===== config.mk =====
export PLATFORM = sky130hd
export DESIGN_NAME = interval_counter_soft_uart
export DESIGN_NICKNAME = d
export VERILOG_FILES = /design/src/core/interval_counter_soft_uart.v
export VERILOG_INCLUDE_DIRS = /design/src /design/src/core
export SDC_FILE = /design/constraint.sdc
export NUM_CORES = 1
export LEC_CHECK = 0
export ABC_AREA = 1
export CORE_UTILIZATION = 30
export CTS_BUF_LIST = sky130_fd_sc_hd__clkbuf_4 sky130_fd_sc_hd__clkbuf_8
export CTS_CLUSTER_DIAMETER = 30
export DETAILED_ROUTE_END_ITERATION = 7
export DONT_BUFFER_PORTS = 1
export SYNTH_ARGS = -nofsm -noshare
export SYNTH_HDL_FRONTEND = slang
export SYNTH_SLANG_ARGS = --single-unit

===== constraint.sdc =====
create_clock -name clock_in -period 5.55 [get_ports clock_in]
set_clock_uncertainty 0.15 [all_clocks]
set_input_delay 1.11 -clock clock_in [delete_from_list [all_inputs] [get_ports clock_in]]
set_output_delay 1.11 -clock clock_in [all_outputs]
set_load 0.03 [all_outputs]

===== src/core/interval_counter_map.vh =====
// Register map, field positions, codes and timing constants of the interval counter.
`ifndef INTERVAL_COUNTER_MAP_VH
`define INTERVAL_COUNTER_MAP_VH

// Register indices; the byte address is four times the index.
`define TC_IDX_CTL      10'h042
`define TC_IDX_PLD      10'h043
`define TC_IDX_DAT      10'h044
`define TC_IDX_STAT     10'h045
`define TC_ADDR_CTL     ({`TC_IDX_CTL, 2'h0})
`define TC_ADDR_PLD     ({`TC_IDX_PLD, 2'h0})
`define TC_ADDR_DAT     ({`TC_IDX_DAT, 2'h0})
`define TC_ADDR_STAT    ({`TC_IDX_STAT, 2'h0})

// Control register fields.
`define CTL_SEL_LO      0
`define CTL_SEL_HI      1
`define CTL_EN          2
`define CTL_START       3
`define CTL_TXD         4
`define CTL_P2_TIMER    5
`define CTL_P2_OE       6
`define CTL_P2_GPIO     7

// Status register fields.
`define STAT_RXD        0
`define STAT_CARRY      1
`define STAT_WAIT       2
`define STAT_PIN1       3

// Count clock source codes.
`define SRC_MCLK        2'h0
`define SRC_ACLK        2'h1
`define SRC_PIN         2'h2
`define SRC_MCLK_PIN    2'h3

// Reset values.
`define CTL_RST         8'h00
`define PLD_RST         8'h00
`define CNT_RST         8'h00
`define LINE_IDLE       1'b1

// Timing: system clock rate, crystal rate and loop factor N.
`define SYS_CLK_HZ      27'h17D7840
`define XTAL_HZ_DEF     26'h0008000
`define FLL_N_DEF       7'h1F

// Bus answers.
`define RESP_OKAY       2'h0
`define RESP_SLVERR     2'h2

`endif


===== src/core/interval_counter_soft_uart.v =====
`include "interval_counter_map.vh"

module interval_counter_soft_uart #(
    parameter            ADDR_W  = 12,
    parameter [25:0]     XTAL_HZ = `XTAL_HZ_DEF,
    parameter [6:0]      FLL_N   = `FLL_N_DEF
) (
    // Clock and reset.
    input  wire              clock_in,
    input  wire              rst_in,
    // AXI4-Lite write address and data.
    input  wire [ADDR_W-1:0] s_axi_awaddr_in,
    input  wire              s_axi_awvalid_in,
    output reg               s_axi_awready_out,
    input  wire [31:0]       s_axi_wdata_in,
    input  wire [3:0]        s_axi_wstrb_in,
    input  wire              s_axi_wvalid_in,
    output reg               s_axi_wready_out,
    // AXI4-Lite write response.
    output reg  [1:0]        s_axi_bresp_out,
    output reg               s_axi_bvalid_out,
    input  wire              s_axi_bready_in,
    // AXI4-Lite read.
    input  wire [ADDR_W-1:0] s_axi_araddr_in,
    input  wire              s_axi_arvalid_in,
    output reg               s_axi_arready_out,
    output reg  [31:0]       s_axi_rdata_out,
    output reg  [1:0]        s_axi_rresp_out,
    output reg               s_axi_rvalid_out,
    input  wire              s_axi_rready_in,
    // Shared port pins.
    input  wire              timer_input_pin_in,
    output reg               port_pin_two_out,
    output reg               port_pin_two_oe_out
);

    localparam [2:0] SEL_NONE = 3'h0;
    localparam [2:0] SEL_CTL  = 3'h1;
    localparam [2:0] SEL_PLD  = 3'h2;
    localparam [2:0] SEL_DAT  = 3'h3;
    localparam [2:0] SEL_STAT = 3'h4;

    localparam [1:0] ST_FREE = 2'h0;
    localparam [1:0] ST_WAIT = 2'h1;
    localparam [1:0] ST_RUN  = 2'h2;

    // The master rate is N+1 times the crystal rate; each is the step of its own fractional divider.
    localparam [25:0] ACLK_INC = XTAL_HZ;
    localparam [25:0] MCLK_INC = XTAL_HZ * ({19'h0, FLL_N} + 26'h1);

    // Address decode shared by the read and write paths.
    function [2:0] reg_sel;
        input [ADDR_W-1:0] addr;
        begin
            if (addr == `TC_ADDR_CTL)
                reg_sel = SEL_CTL;
            else if (addr == `TC_ADDR_PLD)
                reg_sel = SEL_PLD;
            else if (addr == `TC_ADDR_DAT)
                reg_sel = SEL_DAT;
            else if (addr == `TC_ADDR_STAT)
                reg_sel = SEL_STAT;
            else
                reg_sel = SEL_NONE;
        end
    endfunction

    // Fractional rate step; the top bit of the result is the tick.
    function [26:0] nco_step;
        input [25:0] acc;
        input [25:0] inc;
        reg   [26:0] sum;
        reg   [26:0] diff;
        begin
            sum  = {1'b0, acc} + {1'b0, inc};
            // The difference is cut to 26 bits so that the tick bit keeps the top of the result.
            diff = sum - `SYS_CLK_HZ;
            if (sum >= `SYS_CLK_HZ)
                nco_step = {1'b1, diff[25:0]};
            else
                nco_step = {1'b0, sum[25:0]};
        end
    endfunction

    reg  [25:0]       aclk_acc_reg;
    reg               aclk_tick_reg;
    reg  [25:0]       mclk_acc_reg;
    reg               mclk_tick_reg;
    reg               pin_meta_reg;
    reg               pin_sync_reg;
    reg               pin_last_reg;
    reg  [7:0]        ctl_reg;
    reg  [7:0]        pld_reg;
    reg  [7:0]        cnt_reg;
    reg               rx_bit_latch_reg;
    reg               tx_bit_latch_reg;
    reg               carry_flag_reg;
    reg  [1:0]        mode_reg;
    reg               aw_held_reg;
    reg               w_held_reg;
    reg  [ADDR_W-1:0] aw_addr_reg;
    reg  [7:0]        w_data_reg;
    reg               w_lane_reg;
    reg  [7:0]        cnt_next;
    reg               rx_bit_latch_next;
    reg               tx_bit_latch_next;

    wire [26:0] aclk_step = nco_step(aclk_acc_reg, ACLK_INC);
    wire [26:0] mclk_step = nco_step(mclk_acc_reg, MCLK_INC);
    wire        pin_rise  = pin_sync_reg & ~pin_last_reg;
    wire        pin_fall  = ~pin_sync_reg & pin_last_reg;
    wire        wr_go     = aw_held_reg & w_held_reg & ~s_axi_bvalid_out;
    wire [2:0]  wr_sel    = reg_sel(aw_addr_reg);
    wire        wr_ok     = wr_go & w_lane_reg;
    // One write strobe per register, decoded once for every process that needs it.
    wire        wr_ctl    = wr_ok & (wr_sel == SEL_CTL);
    wire        wr_pld    = wr_ok & (wr_sel == SEL_PLD);
    wire        wr_dat    = wr_ok & (wr_sel == SEL_DAT);
    wire        wr_stat   = wr_ok & (wr_sel == SEL_STAT);
    wire [1:0]  src_sel   = ctl_reg[`CTL_SEL_HI:`CTL_SEL_LO];
    wire        counting  = ctl_reg[`CTL_EN] & (mode_reg != ST_WAIT);
    wire        at_top    = &cnt_reg;
    reg         count_tick;
    wire        carry     = counting & count_tick & at_top;

    // Auxiliary and master rate ticks derived from the system clock.
    always @(posedge clock_in or posedge rst_in) begin
        if (rst_in) begin
            aclk_acc_reg  <= 26'h0;
            aclk_tick_reg <= 1'b0;
            mclk_acc_reg  <= 26'h0;
            mclk_tick_reg <= 1'b0;
        end else begin
            aclk_acc_reg  <= aclk_step[25:0];
            aclk_tick_reg <= aclk_step[26];
            mclk_acc_reg  <= mclk_step[25:0];
            mclk_tick_reg <= mclk_step[26];
        end
    end

    // Only the second and third stages feed the edge detectors.
    // Reset to the idle line level, so that no false edge follows reset.
    always @(posedge clock_in or posedge rst_in) begin
        if (rst_in) begin
            pin_meta_reg <= `LINE_IDLE;
            pin_sync_reg <= `LINE_IDLE;
            pin_last_reg <= `LINE_IDLE;
        end else begin
            pin_meta_reg <= timer_input_pin_in;
            pin_sync_reg <= pin_meta_reg;
            pin_last_reg <= pin_sync_reg;
        end
    end

    // Count clock selector.
    always @* begin
        case (src_sel)
            `SRC_MCLK:     count_tick = mclk_tick_reg;
            `SRC_ACLK:     count_tick = aclk_tick_reg;
            `SRC_PIN:      count_tick = pin_rise;
            `SRC_MCLK_PIN: count_tick = mclk_tick_reg & pin_sync_reg;
            default:       count_tick = 1'b0;
        endcase
    end

    // Control and preload registers.
    always @(posedge clock_in or posedge rst_in) begin
        if (rst_in) begin
            ctl_reg <= `CTL_RST;
            pld_reg <= `PLD_RST;
        end else begin
            if (wr_ctl)
                ctl_reg <= w_data_reg;
            if (wr_pld)
                pld_reg <= w_data_reg;
        end
    end

    // Start detection: arming idles the counter until the line falls.
    always @(posedge clock_in or posedge rst_in) begin
        if (rst_in) begin
            mode_reg <= ST_FREE;
        end else begin
            case (mode_reg)
                ST_FREE: begin
                    if (wr_ctl && w_data_reg[`CTL_START])
                        mode_reg <= ST_WAIT;
                end
                ST_WAIT: begin
                    if (wr_ctl && !w_data_reg[`CTL_START])
                        mode_reg <= ST_FREE;
                    else if (pin_fall)
                        mode_reg <= ST_RUN;
                end
                ST_RUN: begin
                    if (wr_ctl)
                        mode_reg <= w_data_reg[`CTL_START] ? ST_WAIT : ST_FREE;
                end
                default: mode_reg <= ST_FREE;
            endcase
        end
    end

    // Counter, carry-out and the two data latches.
    // A load from software outranks a count edge in the same cycle.
    always @* begin
        cnt_next          = cnt_reg;
        rx_bit_latch_next = rx_bit_latch_reg;
        tx_bit_latch_next = tx_bit_latch_reg;
        if (wr_dat) begin
            cnt_next = pld_reg;
        end else if (mode_reg == ST_WAIT) begin
            if (pin_fall)
                cnt_next = pld_reg;
        end else if (carry) begin
            cnt_next          = pld_reg;
            rx_bit_latch_next = pin_sync_reg;
            tx_bit_latch_next = ctl_reg[`CTL_TXD];
        end else if (counting && count_tick) begin
            cnt_next = cnt_reg + 8'h01;
        end
    end

    // The latches reset to the idle line level, so pin two stays quiet until the first carry.
    always @(posedge clock_in or posedge rst_in) begin
        if (rst_in) begin
            cnt_reg          <= `CNT_RST;
            rx_bit_latch_reg <= `LINE_IDLE;
            tx_bit_latch_reg <= `LINE_IDLE;
        end else begin
            cnt_reg          <= cnt_next;
            rx_bit_latch_reg <= rx_bit_latch_next;
            tx_bit_latch_reg <= tx_bit_latch_next;
        end
    end

    // Sticky carry flag; a new carry wins over a clear in the same cycle.
    always @(posedge clock_in or posedge rst_in) begin
        if (rst_in)
            carry_flag_reg <= 1'b0;
        else if (carry)
            carry_flag_reg <= 1'b1;
        else if (wr_stat && w_data_reg[`STAT_CARRY])
            carry_flag_reg <= 1'b0;
    end

    // Pin two carries either the transmit latch or a plain port value.
    always @(posedge clock_in or posedge rst_in) begin
        if (rst_in) begin
            port_pin_two_out    <= `LINE_IDLE;
            port_pin_two_oe_out <= 1'b0;
        end else begin
            port_pin_two_out    <= ctl_reg[`CTL_P2_TIMER] ?
                                   tx_bit_latch_reg : ctl_reg[`CTL_P2_GPIO];
            port_pin_two_oe_out <= ctl_reg[`CTL_P2_OE];
        end
    end

    // Write channel: address and data are taken in either order.
    always @(posedge clock_in or posedge rst_in) begin
        if (rst_in) begin
            s_axi_awready_out <= 1'b0;
            s_axi_wready_out  <= 1'b0;
            s_axi_bvalid_out  <= 1'b0;
            s_axi_bresp_out   <= `RESP_OKAY;
            aw_held_reg       <= 1'b0;
            w_held_reg        <= 1'b0;
            aw_addr_reg       <= {ADDR_W{1'b0}};
            w_data_reg        <= 8'h00;
            w_lane_reg        <= 1'b0;
        end else begin
            if (s_axi_awready_out && s_axi_awvalid_in) begin
                s_axi_awready_out <= 1'b0;
                aw_held_reg       <= 1'b1;
                aw_addr_reg       <= s_axi_awaddr_in;
            end else if (!aw_held_reg && !s_axi_bvalid_out) begin
                s_axi_awready_out <= 1'b1;
            end
            if (s_axi_wready_out && s_axi_wvalid_in) begin
                s_axi_wready_out <= 1'b0;
                w_held_reg       <= 1'b1;
                w_data_reg       <= s_axi_wdata_in[7:0];
                w_lane_reg       <= s_axi_wstrb_in[0];
            end else if (!w_held_reg && !s_axi_bvalid_out) begin
                s_axi_wready_out <= 1'b1;
            end
            if (wr_go) begin
                aw_held_reg      <= 1'b0;
                w_held_reg       <= 1'b0;
                s_axi_bvalid_out <= 1'b1;
                s_axi_bresp_out  <= (wr_sel == SEL_NONE) ? `RESP_SLVERR : `RESP_OKAY;
            end else if (s_axi_bvalid_out && s_axi_bready_in) begin
                s_axi_bvalid_out <= 1'b0;
            end
        end
    end

    // Read channel; the answer comes one cycle after the address is taken.
    always @(posedge clock_in or posedge rst_in) begin
        if (rst_in) begin
            s_axi_arready_out <= 1'b0;
            s_axi_rvalid_out  <= 1'b0;
            s_axi_rdata_out   <= 32'h00000000;
            s_axi_rresp_out   <= `RESP_OKAY;
        end else if (s_axi_arready_out && s_axi_arvalid_in) begin
            s_axi_arready_out <= 1'b0;
            s_axi_rvalid_out  <= 1'b1;
            s_axi_rresp_out   <= `RESP_OKAY;
            case (reg_sel(s_axi_araddr_in))
                SEL_CTL:  s_axi_rdata_out <= {24'h000000, ctl_reg};
                SEL_PLD:  s_axi_rdata_out <= {24'h000000, pld_reg};
                SEL_DAT:  s_axi_rdata_out <= {24'h000000, cnt_reg};
                SEL_STAT: s_axi_rdata_out <= {28'h0000000, pin_sync_reg,
                                              mode_reg == ST_WAIT,
                                              carry_flag_reg, rx_bit_latch_reg};
                default: begin
                    s_axi_rdata_out <= 32'h00000000;
                    s_axi_rresp_out <= `RESP_SLVERR;
                end
            endcase
        end else if (s_axi_rvalid_out && s_axi_rready_in) begin
            s_axi_rvalid_out <= 1'b0;
        end else if (!s_axi_rvalid_out) begin
            s_axi_arready_out <= 1'b1;
        end
    end

endmodule


# Word-level counts from Yosys, hierarchy flattened
# Cells that the tools add are included.
# totals
word_cells	158
regBits	152
out_inout_bits	43
# classes
n_addsub	5
order_cmp	2
muxes	44
eq_ne	28
n_bitwise	18
reduce_logical	32
# op_table
operator	n
$eq A12 B9 Y1 const B	8
$ge A27 B25 Y1 const B	2
$mux W27	2
$sub A26 B25 Y26 const B	2
$mux W8	5
$pmux W8 S4	1
$add A26 B16 Y27 const B	1
$add A26 B21 Y27 const B	1
$mux W3	9
$mux W1	19
$reduce_bool A2 Y1	7
$and A1 B1 Y1	13
$eq A3 B2 Y1 const B	4
$mux W2	6
$logic_and A1 B1 Y1	11
$add A8 B1 Y8 const B	1
$reduce_and A8 Y1	1
$eq A2 B2 Y1 const B	3
$eq A3 B1 Y1 const B	2
$eq A3 B3 Y1 const B	2
$ne A2 B2 Y1 const B	3
$ne A3 B3 Y1 const B	2
$pmux W2 S3	1
$reduce_and A3 Y1	2
other kinds (10)	21

# Depth between registers and ports, before layout
# depth
word_depth	10
depth_mapped	16
ltp_nobuf	15

# Least setup slack after synthesis
# No wires, ideal clock.
# synth_path
path_kind	input -> register
start	in s_axi_araddr_in[9]
end	reg s_axi_rdata_out[0]
required_ps	5334
path_buffers	1
setup_time_ps	66
path_stages	7
arrival_ps	2203
setup_slack_ps	3132
cell_sequence	nor4_2 > and2_1 > buf_2 > nand2_1 > o21ai_0 > o21ai_0 > nand2_1
# synth_between
elab_chain_cells	8
# synth_rtl
item	line	rtl
from (decl)	interval_counter_soft_uart.v:24	input wire [ADDR_W-1:0] s_axi_araddr_in,
$eq A12 B9 Y1 (no line)	--	
$mux W3	interval_counter_soft_uart.v:61	else if (addr == `TC_ADDR_STAT)
$mux W3	interval_counter_soft_uart.v:59	else if (addr == `TC_ADDR_DAT)
$mux W3	interval_counter_soft_uart.v:57	else if (addr == `TC_ADDR_PLD)
$mux W3 *	interval_counter_soft_uart.v:55	if (addr == `TC_ADDR_CTL)
$mux W3 *	interval_counter_soft_uart.v:305	end else if (s_axi_arready_out && s_axi_arvalid_in) begin
$eq A3 B3 Y1, or another cell as far along	interval_counter_soft_uart.v:309	case (reg_sel(s_axi_araddr_in))
$pmux W8 S4 *	interval_counter_soft_uart.v:309	
to (signal assigned)	interval_counter_soft_uart.v:310	SEL_CTL: s_axi_rdata_out <= {24'h000000, ctl_reg};
to (signal assigned)	interval_counter_soft_uart.v:311	SEL_PLD: s_axi_rdata_out <= {24'h000000, pld_reg};
to (signal assigned)	interval_counter_soft_uart.v:312	SEL_DAT: s_axi_rdata_out <= {24'h000000, cnt_reg};
to (decl)	interval_counter_soft_uart.v:27	output reg [31:0] s_axi_rdata_out,
# Every way passes the cells marked *; elsewhere a longest branch is shown, timed or not. The select of a mux whose other input is x is not followed.
# A chain may end at the register's enable or synchronous reset.

# Worst setup path after layout
# layout_path
start	reg s_axi_bvalid_out
end	reg mode_reg[1]
# layout_between
elab_chain_cells	7
# layout_rtl
item	line	rtl
from (decl)	interval_counter_soft_uart.v:21	output reg s_axi_bvalid_out,
from (signal assigned)	interval_counter_soft_uart.v:264	s_axi_bvalid_out <= 1'b0;
from (signal assigned)	interval_counter_soft_uart.v:290	s_axi_bvalid_out <= 1'b1;
from (signal assigned)	interval_counter_soft_uart.v:293	s_axi_bvalid_out <= 1'b0;
$not A1 Y1 *	interval_counter_soft_uart.v:112	wire wr_go = aw_held_reg & w_held_reg & ~s_axi_bvalid_out;
$and A1 B1 Y1 *	interval_counter_soft_uart.v:112	
$and A1 B1 Y1 *	interval_counter_soft_uart.v:114	wire wr_ok = wr_go & w_lane_reg;
$and A1 B1 Y1 *	interval_counter_soft_uart.v:116	wire wr_ctl = wr_ok & (wr_sel == SEL_CTL);
$logic_and A1 B1 Y1 (on tied branches)	interval_counter_soft_uart.v:190, interval_counter_soft_uart.v:186	
$ne A3 B3 Y1 (no line), or another cell as far along	--	
$reduce_and A3 Y1 (no line) or $pmux W2 S3 (tied branches)	--	
to (signal assigned)	interval_counter_soft_uart.v:197	mode_reg <= w_data_reg[`CTL_START] ? ST_WAIT : ST_FREE;
to (decl)	interval_counter_soft_uart.v:98	reg [1:0] mode_reg;
# Every way passes the cells marked *; elsewhere a longest branch is shown, timed or not.

==> run metrics <==
Async SR Flop Fraction=1.000; clk_lat worst skew=~0.44 ns; Slew headroom=0.3557; layout cells sized above 1=0.07606; pin count of the biggest net entering global routing=between 70 and 80; Buffers on Ports=0; Comb power frac=0.126; # IOs=approximately 110; CTS tree=built; Cells after Synth=roughly 900; die area=0.02232 sq mm; Pleak=roughly 3.6 nW; worst slack at placement=2.715 ns; Sw Ratio=0.3011; mux cell area share after synthesis=0.001727; synth unique cells=39; max cap viols=0; CP max stage delay=between 0.5 and 0.6 ns; WL per Instance=between 10 and 15 um; first-pass GRT wire length=22850 um; initial antenna violation count=0; crit-path max FO=19; vias per std cell=4.405; total power=between 0.002 and 0.0025 W; CTS sink cnt=~110; dpl hpwl=9669 um; critical-path cell list=inv_1 > nand3_1 > nor2_1 > nand3_1 > o21ai_0 > o2111ai_1 > nand2_1; DRT iter0 DRCs=about 320; HP Start=pin_meta_reg$_DFF_PP1_; # resized after CTS=0; clk buf depth=2; ant diodes=0; Required @ worst endpoint=~5.8 ns; R2R depth=7; Worst Hold Class=flip-flop to flip-flop; Initial Utilization=0.3082; CP arrival=about 2.8 ns; Post-synth EDFFs=0; most common cell in the synthesized netlist=nand2_1; Die Wd=approximately 150 um; Hold Path Depth=0; routability-driven placement congestion ratio=between 0.8 and 0.9; P_sw=about 0.00064 W; routed via count=around 5000; slew at the pin closest to its max-slew limit=between 0.9 and 1 ns; synth cell count leaders=nand2_1, inv_1, dfrtp_1; Crit path max-delay family=simple AND/OR/NAND/NOR gates; period utilization=0.4572; count of state elements after synthesis=~110; Pint=around 0.0015 W; xor and xnor area share after synthesis=0.04971; CP startpoint kind=flip-flop; Pins Over Slew Limit=0; r2r endpoint=mode_reg[1]$_DFFE_PP0P_; Final Core Density=0.3357; Fillers=around 2200; Post-Route WL=~13000 um; gr usage total=0.1298; Num CTS Buffers=17; Post-route DRC=0; Post-CTS Hold Fix Bufs=0; Die Y=roughly 150 um; largest family of logic cells by synthesized area=simple AND/OR/NAND/NOR gates; Synth Area in Compound Gates=0.07812; crit path buf inv count=1; largest cells by area after synthesis=dfrtp_1, nand2_1, inv_1; number of global-route vias before repair=between 4000 and 5000; H-tree Lvls=4; Area growth, synth to finish=8.925%; post-route setup slack=3.013 ns; CP most frequent cell=nand3_1; r2r startpoint=s_axi_bvalid_out$_DFFE_PP0P_; Crit. End Element=flip-flop; Seq pwr share=0.487; Mapped Area=approximately 0.0065 sq mm; DRT antenna net count=0; RSZ-0062 raised after global routing=false; Final Setup Violations=0; Core Region=around 0.021 sq mm; fin crit period=about 2.5 ns; Post-CTS Setup Bufs=0; top-area cell type share of the netlist area=0.4146; Synth Area in Adders=0.01919; setup_tns=0 ns; CTS clk-pin slew, worst paths=approximately 0.07 ns; YS warnings=0; slowest stage cell, crit path=nand3_1; GR Overflow Total=0; R2R Setup Slk=3.01 ns; sequential area share after synthesis=0.4388; Final nets=960; CTS root buf=clkbuf_8; Simple-Gate Fraction of Synth Area=0.2988; VDD IR max=140.8 uV; Crit Path Category=flip-flop to flip-flop; Max Clock Freq=slightly below 400 MHz; dominant synthesized flop cell=dfrtp_1; Avg Inst Size Synth=around 7.4 sq um; hold endpoint=pin_sync_reg$_DFF_PP1_; leading area contributor after synthesis=dfrtp_1; Clk pwr share=0.387; Row Count=between 50 and 60; worst hold margin=around 0.23 ns; drt first pass iters=6; status=completed; Pwr Density=between 300 and 400 mW/mm^2; Hold Vio Cnt, Final=0
[worst reg2reg max path: cells and delay by family, from the launching register on]
family / cells / cell delay [ns]
flip-flops: 1 / 0.51
AO/OA/AOI/OAI: 2 / 0.56
AND/OR/NAND/NOR: 4 / 1.10
buffers and inverters: 1 / 0.15
[worst max-delay path by stage]
stage               depth (start not counted)                          from                             end
global route                                7  s_axi_bvalid_out$_DFFE_PP0P_         mode_reg[1]$_DFFE_PP0P_
detailed placement                          7            s_axi_araddr_in[8]  s_axi_rdata_out[1]$_DFFE_PP0P_
CTS                                         7  s_axi_bvalid_out$_DFFE_PP0P_         mode_reg[1]$_DFFE_PP0P_
global placement                            6            s_axi_araddr_in[9]  s_axi_rdata_out[3]$_DFFE_PP0P_
finish                                      7  s_axi_bvalid_out$_DFFE_PP0P_         mode_reg[1]$_DFFE_PP0P_
floorplan                                   1                        rst_in    aclk_acc_reg[10]$_DFFE_PP0P_
[power groups by stage]
| stage | Clock [W] | Sequential, W | Combinational, W |
|---|---|---|---|
| floorplan | 0 | 0.00104 | 0.000233 |
| global placement | 0 | 0.00105 | 0.000267 |
| detailed placement | 0 | 0.00106 | 0.000274 |
| CTS | 0.000854 | 0.00104 | 0.000275 |
| global route | 0.000888 | 0.00106 | 0.000320 |
| finish | 0.000829 | 0.00104 | 0.000269 |
[cell type report]
cell class                 count  area [sq um]  area share
sequential                   114          2860      0.4028
inverter                     120         452.9     0.06379
multi-input combinational    628          3015      0.4247
clock buffer                  22         290.3     0.04088
timing repair buffer           1         7.507    0.001057
clock inverter                 9         130.1     0.01833
tap                          275         344.1     0.04846
[logic make-up (layout without fill, tap and decap cells)]
logic type / count (synthesis) / in the layout
flops: 114 / 114
fa+ha+maj: 10 / 10
mux: 1 / 1
compound gates: 93 / 93
buf+inv: 159 / 152
simple gates: 461 / 461
other cells: 1 / 26
xor+xnor: 37 / 37
[placed cells by master (no fill, tap or decap), drive strengths merged]
cell type	netlist	routed
nand3	63	63
mux2	1	1
and2	2	2
conb	1	26
nor4	7	7
nand3b	2	2
clkbuf	5	22
nand2	313	313
nor3	6	6
buf	34	1
o21ai	79	79
o2111ai	2	2
or2	1	1
nor2	55	55
dfstp	6	6
bufinv	0	3
a21oi	7	7
xnor2	8	8
o21bai	1	1
a31oi	2	2
inv	116	116
dfrtp	108	108
xor2	29	29
o21a	2	2
ha	10	10
clkinvlp	0	4
clkinv	4	6
nand4	12	12
[stage by stage]
step | area [sq um] | cells
floorplan | 6613 | 901
global placement | 6680 | 1138
detailed placement | 6680 | 1138
CTS | 7101 | 1169
global route | 7101 | 1169
finish | 7101 | 1169
[layer usage]
layer | vias up | share of wire | global-route usage | routed length (um)
met5 | - | 0 | 0 | 0
met1 | 2345 | 0.46 | 0.1528 | 6193
met4 | 0 | 0.012 | 0.05612 | 164
met3 | 13 | 0.042 | 0.03567 | 572
li1 | 2701 | - | - | -
met2 | 90 | 0.49 | 0.2201 | 6529
(Power assumes the default switching activity.)
